`src/hw/spi_xfer_defs.svh`:
```
// Register offsets, field positions, reset values and timing of the engine
`ifndef SPI_XFER_DEFS_SVH
`define SPI_XFER_DEFS_SVH
`define OFS_FIRST_CONTROL 3'h0
`define OFS_SECOND_CONTROL 3'h1
`define OFS_BAUD_HALF 3'h2
`define OFS_SERIAL_STATUS 3'h3
`define OFS_SERIAL_DATA 3'h4
`define C1_RX_FAULT_IRQ_EN 7
`define C1_TX_EMPTY_IRQ_EN 5
`define C1_MASTER_SELECT 4
`define C1_CLOCK_POLARITY 3
`define C1_CLOCK_PHASE 2
`define C1_SELECT_OUT_EN 1
`define C1_LSB_FIRST 0
`define C2_MODE_FAULT_EN 4
`define C2_BIDIR_MODE 3
`define ST_RX_FULL 7
`define ST_TX_EMPTY 5
`define ST_MODE_FAULT 4
`define BAUD_HALF_RST 8'h07
`define LAST_EDGE 5'h10
`define BITS_PER_BYTE 4'h8
`endif

```
`src/hw/spi_xfer_pkg.sv`:
```
// Types shared by the serial transfer engine
`default_nettype none
package spi_xfer_pkg;
  typedef struct packed {
    logic sck;
    logic mosi;
    logic miso;
    logic ss;
  } spi_pins_t;

  typedef struct packed {
    logic rxIe;
    logic txIe;
    logic master;
    logic clock_polarity_select;
    logic clock_phase_select;
    logic select_output_enable;
    logic lsbFirst;
    logic mode_fault_enable;
    logic bidir;
  } ctrl_t;

  typedef enum logic [1:0] {
    ST_IDLE  = 2'b00,
    ST_LEAD  = 2'b01,
    ST_RUN   = 2'b10,
    ST_TRAIL = 2'b11
  } mstate_t;
endpackage
`default_nettype wire
```
`src/hw/spi_transfer_engine.sv`:
```
// Byte-wide serial transfer engine with Avalon-MM register access
// Functional notes
// - data write loads buffer; master write starts transfer
// - data read returns receive buffer byte
// - byte received into full buffer is silently dropped
// - free shifter takes queued byte, empty flag sets
// - sample on one edge, shift half later
// - after eight bits, store byte, set full
// - queued byte at end starts next transfer
// - MSB first unless LSB-first select set
// - polarity inverts clock; four formats with phase
// - phase 1 select low half early, high at end
// - phase 0 select low at start, high half later
// - phase 1 slave: first edge shifts, second samples
// - phase 0 slave drives first bit when selected
// - interrupt from receive/fault or transmit empty enables
// - select input faults only for master, fault-enable, no output
// - fault drops master, disables clock and data drivers
// - fault flag clears by read-then-control-write
// - receive flag clears by status read, data read
// - data write counts only after status read saw empty
// - idle write moves to shifter, flag back in two
//
// Decided for this implementation: the register addresses and the Avalon-MM interface to the registers.
`timescale 1ns/1ps
`default_nettype none
`include "spi_xfer_defs.svh"
module spi_transfer_engine
  import spi_xfer_pkg::*;
(
  input  wire logic        clk,
  input  wire logic        arst_n,
  input  wire logic [4:0]  address,
  input  wire logic        read,
  input  wire logic        write,
  input  wire logic [31:0] writedata,
  output var  logic [31:0] readdata,
  output var  logic        waitrequest,
  input  wire spi_pins_t   pinIn,
  output var  spi_pins_t   pinOut,
  output var  spi_pins_t   pinOe,
  output var  logic        irq
);

  // Whole engine state; one record keeps the next-value logic in one place
  typedef struct packed {
    ctrl_t       ctrl;
    logic [7:0]  baud;
    mstate_t     state;
    logic [7:0]  halfCnt;
    logic [4:0]  edgeCnt;
    logic        sckLvl;
    logic [3:0]  bitCnt;
    logic [7:0]  shifter;
    logic        shFull;
    logic        sample;
    logic [7:0]  txBuf;
    logic        txEmpty;
    logic [7:0]  rxBuf;
    logic        rxFull;
    logic        mode_fault_flag;
    logic        txArm;
    logic        rxArm;
    logic        modfArm;
    logic        waitReq;
    logic [31:0] rdData;
    logic        irq;
    spi_pins_t   pOut;
    spi_pins_t   pOe;
  } eng_t;

  localparam eng_t ENG_RST = '{
    ctrl: '0, baud: `BAUD_HALF_RST, state: ST_IDLE, halfCnt: '0,
    edgeCnt: '0, sckLvl: 1'b0, bitCnt: '0, shifter: '0, shFull: 1'b0,
    sample: 1'b0, txBuf: '0, txEmpty: 1'b1, rxBuf: '0, rxFull: 1'b0,
    mode_fault_flag: 1'b0, txArm: 1'b0, rxArm: 1'b0, modfArm: 1'b0,
    waitReq: 1'b1, rdData: '0, irq: 1'b0, pOut: 4'h1, pOe: '0
  };

  eng_t      e_ff;
  eng_t      nxt_e;
  spi_pins_t sync1_ff;
  spi_pins_t sync2_ff;
  spi_pins_t sync3_ff;

  // Pins come from another clock domain; two stages before any use
  always_ff @(posedge clk or negedge arst_n) begin
    if (!arst_n) begin
      sync1_ff <= 4'hF;
      sync2_ff <= 4'hF;
      sync3_ff <= 4'hF;
    end else begin
      sync1_ff <= pinIn;
      sync2_ff <= sync1_ff;
      sync3_ff <= sync2_ff;
    end
  end

  // Next-value logic for bus, flags, master sequencer and slave shifter
  always_comb begin
    logic       accept;
    logic       doShift;
    logic       doDone;
    logic       shiftIn;
    logic       halfDone;
    logic       selected;
    logic       sckEdge;
    logic       leading;
    logic       fault;
    logic [4:0] edgeNum;
    nxt_e    = e_ff;
    accept   = (read | write) & ~e_ff.waitReq;
    doShift  = 1'b0;
    doDone   = 1'b0;
    shiftIn  = 1'b0;
    halfDone = (e_ff.halfCnt == e_ff.baud);
    edgeNum  = e_ff.edgeCnt + 5'h01;
    selected = ~e_ff.ctrl.master & ~sync2_ff.ss;
    sckEdge  = sync2_ff.sck ^ sync3_ff.sck;
    leading  = sckEdge & (sync2_ff.sck ^ e_ff.ctrl.clock_polarity_select);
    fault    = e_ff.ctrl.master & e_ff.ctrl.mode_fault_enable & ~e_ff.ctrl.select_output_enable
             & ~sync2_ff.ss;

    // Bus slave: capture read data first, act on the accepting edge
    if ((read | write) & e_ff.waitReq) begin
      nxt_e.waitReq = 1'b0;
      nxt_e.rdData  = '0;
      unique case (address[4:2])
        `OFS_FIRST_CONTROL: begin
          nxt_e.rdData[`C1_RX_FAULT_IRQ_EN] = e_ff.ctrl.rxIe;
          nxt_e.rdData[`C1_TX_EMPTY_IRQ_EN] = e_ff.ctrl.txIe;
          nxt_e.rdData[`C1_MASTER_SELECT]   = e_ff.ctrl.master;
          nxt_e.rdData[`C1_CLOCK_POLARITY]  = e_ff.ctrl.clock_polarity_select;
          nxt_e.rdData[`C1_CLOCK_PHASE]     = e_ff.ctrl.clock_phase_select;
          nxt_e.rdData[`C1_SELECT_OUT_EN]   = e_ff.ctrl.select_output_enable;
          nxt_e.rdData[`C1_LSB_FIRST]       = e_ff.ctrl.lsbFirst;
        end
        `OFS_SECOND_CONTROL: begin
          nxt_e.rdData[`C2_MODE_FAULT_EN] = e_ff.ctrl.mode_fault_enable;
          nxt_e.rdData[`C2_BIDIR_MODE]    = e_ff.ctrl.bidir;
        end
        `OFS_BAUD_HALF: nxt_e.rdData[7:0] = e_ff.baud;
        `OFS_SERIAL_STATUS: begin
          nxt_e.rdData[`ST_RX_FULL]    = e_ff.rxFull;
          nxt_e.rdData[`ST_TX_EMPTY]   = e_ff.txEmpty;
          nxt_e.rdData[`ST_MODE_FAULT] = e_ff.mode_fault_flag;
        end
        `OFS_SERIAL_DATA: nxt_e.rdData[7:0] = e_ff.rxBuf;
        default: nxt_e.rdData = '0; // Unmapped reads give zero
      endcase
    end else begin
      nxt_e.waitReq = 1'b1;
    end

    // Register side effects; clears come first so hardware sets win
    if (accept & write) begin
      unique case (address[4:2])
        `OFS_FIRST_CONTROL: begin
          nxt_e.ctrl.rxIe     = writedata[`C1_RX_FAULT_IRQ_EN];
          nxt_e.ctrl.txIe     = writedata[`C1_TX_EMPTY_IRQ_EN];
          nxt_e.ctrl.master   = writedata[`C1_MASTER_SELECT];
          nxt_e.ctrl.clock_polarity_select     = writedata[`C1_CLOCK_POLARITY];
          nxt_e.ctrl.clock_phase_select     = writedata[`C1_CLOCK_PHASE];
          nxt_e.ctrl.select_output_enable     = writedata[`C1_SELECT_OUT_EN];
          nxt_e.ctrl.lsbFirst = writedata[`C1_LSB_FIRST];
          if (e_ff.modfArm) begin
            nxt_e.mode_fault_flag    = 1'b0;
            nxt_e.modfArm = 1'b0;
          end
        end
        `OFS_SECOND_CONTROL: begin
          nxt_e.ctrl.mode_fault_enable = writedata[`C2_MODE_FAULT_EN];
          nxt_e.ctrl.bidir  = writedata[`C2_BIDIR_MODE];
        end
        `OFS_BAUD_HALF: nxt_e.baud = writedata[7:0];
        `OFS_SERIAL_DATA: begin
          // Unqualified writes are dropped so a full buffer is never lost
          if (e_ff.txArm & e_ff.txEmpty) begin
            nxt_e.txBuf   = writedata[7:0];
            nxt_e.txEmpty = 1'b0;
            nxt_e.txArm   = 1'b0;
          end
        end
        default: ; // Writes elsewhere have no effect
      endcase
    end
    if (accept & read) begin
      if (address[4:2] == `OFS_SERIAL_STATUS) begin
        nxt_e.txArm   = e_ff.rdData[`ST_TX_EMPTY];
        nxt_e.rxArm   = e_ff.rdData[`ST_RX_FULL];
        nxt_e.modfArm = e_ff.rdData[`ST_MODE_FAULT];
      end else if (address[4:2] == `OFS_SERIAL_DATA && e_ff.rxArm) begin
        nxt_e.rxFull = 1'b0;
        nxt_e.rxArm  = 1'b0;
      end
    end

    // Master sequencer: half-period timer drives clock edges
    unique case (e_ff.state)
      ST_IDLE: begin
        nxt_e.halfCnt = '0;
        nxt_e.edgeCnt = '0;
        nxt_e.sckLvl  = 1'b0;
        if (e_ff.ctrl.master & e_ff.shFull) begin
          nxt_e.state = e_ff.ctrl.clock_phase_select ? ST_LEAD : ST_RUN;
        end
      end
      ST_LEAD: begin
        nxt_e.halfCnt = e_ff.halfCnt + 8'h01;
        if (halfDone) begin
          nxt_e.halfCnt = '0;
          nxt_e.state   = ST_RUN;
        end
      end
      ST_RUN: begin
        nxt_e.halfCnt = e_ff.halfCnt + 8'h01;
        if (halfDone) begin
          nxt_e.halfCnt = '0;
          nxt_e.edgeCnt = edgeNum;
          nxt_e.sckLvl  = ~e_ff.sckLvl;
          // Odd edges sample in phase 0, even edges in phase 1
          if (edgeNum[0] ^ e_ff.ctrl.clock_phase_select) begin
            nxt_e.sample = sync2_ff.miso;
          end else if (edgeNum != 5'h01) begin
            doShift = 1'b1;
            shiftIn = e_ff.sample;
          end
          if (edgeNum == `LAST_EDGE) begin
            nxt_e.state = ST_TRAIL;
          end
        end
      end
      ST_TRAIL: begin
        nxt_e.halfCnt = e_ff.halfCnt + 8'h01;
        if (halfDone) begin
          nxt_e.state = ST_IDLE;
          doDone      = 1'b1;
          doShift     = e_ff.ctrl.clock_phase_select; // Last sample lands here
          shiftIn     = e_ff.sample;
        end
      end
    endcase

    // Slave shifter runs from the sampled external clock
    if (!selected) begin
      nxt_e.bitCnt = '0;
    end else if (sckEdge && leading && !e_ff.ctrl.clock_phase_select) begin
      nxt_e.sample = sync2_ff.mosi;
    end else if (sckEdge && !leading && !e_ff.ctrl.clock_phase_select) begin
      doShift      = 1'b1;
      shiftIn      = e_ff.sample;
      nxt_e.bitCnt = e_ff.bitCnt + 4'h1;
    end else if (sckEdge && leading && e_ff.bitCnt != 4'h0) begin
      doShift = 1'b1;
      shiftIn = e_ff.sample;
    end else if (sckEdge && !leading) begin
      nxt_e.sample = sync2_ff.mosi;
      nxt_e.bitCnt = e_ff.bitCnt + 4'h1;
      if (e_ff.bitCnt == `BITS_PER_BYTE - 4'h1) begin
        doShift = 1'b1; // No later edge to shift the last bit
        shiftIn = sync2_ff.mosi;
      end
    end
    if (selected && nxt_e.bitCnt == `BITS_PER_BYTE) begin
      nxt_e.bitCnt = '0;
      doDone       = 1'b1;
    end

    // Shift and completion shared by both roles
    if (doShift) begin
      nxt_e.shifter = e_ff.ctrl.lsbFirst
                    ? {shiftIn, e_ff.shifter[7:1]}
                    : {e_ff.shifter[6:0], shiftIn};
    end
    if (doDone) begin
      nxt_e.shFull = 1'b0;
      if (!nxt_e.rxFull) begin // Same-cycle read frees it
        nxt_e.rxBuf  = nxt_e.shifter;
        nxt_e.rxFull = 1'b1;
      end
    end else if (!e_ff.shFull && !e_ff.txEmpty && e_ff.state == ST_IDLE
                 && (e_ff.bitCnt == 4'h0)) begin
      // Queued byte moves only between bytes, so next one follows on
      nxt_e.shifter = e_ff.txBuf;
      nxt_e.shFull  = 1'b1;
      nxt_e.txEmpty = 1'b1;
    end

    // Mode fault aborts the master and falls back to slave
    if (fault) begin
      nxt_e.mode_fault_flag        = 1'b1;
      nxt_e.ctrl.master = 1'b0;
      nxt_e.state       = ST_IDLE;
      nxt_e.sckLvl      = 1'b0;
    end

    // Outputs registered from next state so pins follow without lag
    nxt_e.irq = ((nxt_e.rxFull | nxt_e.mode_fault_flag) & nxt_e.ctrl.rxIe)
              | (nxt_e.txEmpty & nxt_e.ctrl.txIe);
    nxt_e.pOut.sck  = nxt_e.sckLvl ^ nxt_e.ctrl.clock_polarity_select;
    nxt_e.pOut.mosi = nxt_e.ctrl.lsbFirst ? nxt_e.shifter[0]
                                          : nxt_e.shifter[7];
    nxt_e.pOut.miso = nxt_e.pOut.mosi;
    nxt_e.pOut.ss   = (nxt_e.state == ST_IDLE);
    nxt_e.pOe.sck   = nxt_e.ctrl.master;
    nxt_e.pOe.mosi  = nxt_e.ctrl.master;
    nxt_e.pOe.ss    = nxt_e.ctrl.master & nxt_e.ctrl.mode_fault_enable
                    & nxt_e.ctrl.select_output_enable;
    nxt_e.pOe.miso  = ~nxt_e.ctrl.master & ~sync2_ff.ss
                    & ~(nxt_e.mode_fault_flag & ~nxt_e.ctrl.bidir);
  end

  // Engine state register
  always_ff @(posedge clk or negedge arst_n) begin
    if (!arst_n) begin
      e_ff <= ENG_RST;
    end else begin
      e_ff <= nxt_e;
    end
  end

  assign readdata    = e_ff.rdData;
  assign waitrequest = e_ff.waitReq;
  assign pinOut      = e_ff.pOut;
  assign pinOe       = e_ff.pOe;
  assign irq         = e_ff.irq;

endmodule // spi_transfer_engine
`default_nettype wire

```
`config.mk`:
```
export PLATFORM = sky130hd
export DESIGN_NAME = spi_transfer_engine
export DESIGN_NICKNAME = d
export VERILOG_FILES = /design/src/hw/spi_xfer_pkg.sv /design/src/hw/spi_transfer_engine.sv
export VERILOG_INCLUDE_DIRS = /design/src /design/src/hw
export SDC_FILE = /design/constraint.sdc
export NUM_CORES = 1
export LEC_CHECK = 0
export ABC_AREA = 1
export BUFFER_PORTS_ARGS = -buffer_cell sky130_fd_sc_hd__buf_4
export CORE_MARGIN = 4
export CORE_UTILIZATION = 50
export DETAILED_ROUTE_END_ITERATION = 12
export PLACE_DENSITY = 0.7
export RECOVER_POWER = 25
export SLEW_MARGIN = 20
export SYNTH_ARGS = -nofsm -noshare
export SYNTH_HDL_FRONTEND = slang
export SYNTH_SLANG_ARGS = --single-unit
```
`constraint.sdc`:
```
create_clock -name clk -period 5.3 [get_ports clk]
set_input_delay 0.265 -clock clk [delete_from_list [all_inputs] [get_ports clk]]
set_output_delay 0.265 -clock clk [all_outputs]
set_load 0.02 [all_outputs]
```
==> results.cfg <==
[synth]
syn-cell-area_um2 = 4790
ys_ff_latch = 93
synth_top_area_share_pct = 40.7
synth_edf_count = 0
yosysMostFrequentCell = nand2_1
synth_area_per_cell_um2 = 8.77
yosysTopAreaCell = dfrtp_1
syn_inst = 547
ys.flop_type = dfrtp_1
synth_seq_area_share_pct = 48.9
synth-async-reset-ratio_pct = 100
synthTopCellsByArea = dfrtp_1 (41%), nand2_1 (8.5%), dfstp_2 (8.2%)
synthDistinctLibCells = 50
synth_common_cells = nand2_1 (109), dfrtp_1 (78), inv_1 (65)
yosys_warnings = 0

[die]
num_io_pins = 87
die_w_um = 106
die_h_um = 106
start_util_pct = 51.6
die_area_um2 = 11200
rows = 35
core-area_um2 = 9280

[critical_path]
startpoint = arst_n
reg2reg_slack_ps = 3100
setup.worst_path.end_class = asynchronous set/reset pin
required_ps = 5720
worst_ep_arrival_time_ps = 2900
critPathLaunchType = primary input
r2r_start = e_ff[94]
rr_endpoint = e_ff[66]
path_class = in2async
reg2reg_depth = 11
crit_fanout = 60
cp-endpoint = e_ff[56]

[grt]
use_met1_pct = 26.6
grt_pass1_wl_mm = 16.6
grt_busiest_layer = met2
grt_max_degree = 61
antenna_found_initial = 0
grt_use_met2_pct = 28.3
grt_pass1_vias = 3360
overflow = 0
grt_usage_pct = 18.7
grt_use_met3_pct = 4.74

[final_layout]
drive_above_1_share_pct = 16.0
n_fill_cell = 875
antenna_cells_inserted = 0
final_area_um2 = 5240
syn_to_final_growth_pct = 9.32
num-nets-final = 629

[worst_hold_path]
min_path_type = in2reg

[place]
preCtsSetupSlack_ps = 3120
dpl_cell_area_um2 = 4990
port_buffers = 36
dpl.hpwl_mm = 7.53
gp_congestion = 0.830

[job]
maxCapViolCount = 1

[cts]
cts.sinks = 93
clockBufferDepth = 2
clk_latency_ps = 370
cts_max_level = 3
cts_root_buf = clkbuf_8
post_cts_buffers = 0
cts_tree = built
cts_buffers = 9
path_clk_slew_ps = 80

[sta]
tns_ps = 0
fmax_ghz = 0.403
layout_min_cycle_time_ps = 2480
skew_ps = 10.1
setup_viol = 0
final.setup.worst_slack_ps = 2820
period_share_pct = 46.9
worst_pin_slew_ps = 1810
rsz0062_at_grt = false
drv_slew = 35
hold_viol = 0
max_slew_margin_pct = -20.9

[outcome]
violations = max-capacitance violations, max-slew violations
status = finished, violations left

[power]
finalPower_uw = 2150
power.density_nw_per_um2 = 411
leakagePower_uw = 0.00259
vdd_drop_max_mv = 0.191

[drt]
drt_wl_total_mm = 9.99
wire_per_inst_um = 14.0
vias = 3611
detail_route.first_pass.iterations = 5
via_per_inst = 5.07
antenna_left = 0
drc = 0
drt_first_iter_violations = 193
==> final cells by class <==
cell class                 count  area [µm²]  share of cell area (%)
clock buffer                  12         135                    2.58
clock inverter                 4        97.6                    1.86
inverter                      67         251                    4.80
multi-input combinational    363        1940                    37.0
sequential                    93        2350                    44.8
tap                          129         161                    3.08
timing repair buffer          44         313                    5.97
==> placed cells by master, fill, tap and decap left out, drive strengths merged <==
master | synthesis | final
a211oi | 2 | 2
a21o | 1 | 1
a21oi | 14 | 14
a221oi | 5 | 5
a22o | 2 | 2
a31oi | 1 | 1
a32oi | 1 | 1
and2 | 2 | 2
and3 | 3 | 3
buf | 43 | 27
bufinv | 0 | 3
clkbuf | 4 | 24
clkinv | 2 | 2
clkinvlp | 0 | 1
conb | 1 | 24
dfrtp | 78 | 78
dfstp | 15 | 15
dlygate4sd3 | 0 | 5
ha | 6 | 6
inv | 65 | 65
mux2 | 6 | 6
nand2 | 116 | 116
nand3 | 27 | 27
nand3b | 2 | 2
nand4 | 6 | 6
nor2 | 55 | 55
nor3 | 6 | 6
nor3b | 2 | 2
nor4 | 1 | 1
o211ai | 4 | 4
o21a | 1 | 1
o21ai | 58 | 58
o21bai | 1 | 1
o22ai | 1 | 1
or2 | 1 | 1
xnor2 | 9 | 9
xor2 | 6 | 6
==> worst max-delay path, cell delays in order <==
cell	delay, ps
dlygate4sd3_1	520
clkbuf_1	1290
buf_4	800
==> power by group <==
group          total, µW  internal [µW]  switching, µW
registers            992            863            129
logic                609            216            393
clock network        554            314            240
==> worst min-delay path by stage <==
stage,startpoint,endpoint,slack [ps],depth (start not counted)
2_1_floorplan,arst_n,e_ff[100],-30,0
3_3_place_gp,arst_n,e_ff[83],230,1
3_5_place_dp,arst_n,pinOut[3],240,1
4_1_cts,writedata[7],e_ff[63],120,3
5_1_grt,writedata[7],e_ff[63],140,3
6_report,writedata[7],e_ff[63],140,3
==> state kept, by name (all words and copies together) (netlist names) <==
name,flops
pinOe,3
sync2_ff,4
irq,1
sync1_ff,4
e_ff,68
pinOut,3
sync3_ff,1
readdata,8
waitrequest,1
==> routing by layer <==
layer	vias to the layer above	wire, µm
met4	0	170
met2	107	4480
li1	1765	-
met5	-	0
met1	1724	4750
met3	15	588
==> timing repair <==
action | CTS | global route
gates resized for setup | 0 | 0
hold endpoints to repair | 27 | 0
hold buffers | 5 | 0
==> cells by family after synthesis <==
group           Yosys count  share of synthesized area [%]
xor+xnor                 15                           2.90
compound gates           91                           11.5
simple gates            221                           21.1
buf+inv                 114                           12.5
fa+ha+maj                 6                           1.57
flops                    93                           48.9
other cells               1                         0.0782
mux                       6                           1.41
==> per-stage QoR <==
stage	instances	hold slack [ps]	utilization, %
after floorplan	570	-30.6	-
after global placement	691	231	53.7
after detailed placement	691	240	53.7
after CTS	712	124	56.8
after global routing	712	139	56.5
final	712	136	56.5
Note: power is estimated with default switching activity, not from simulation.
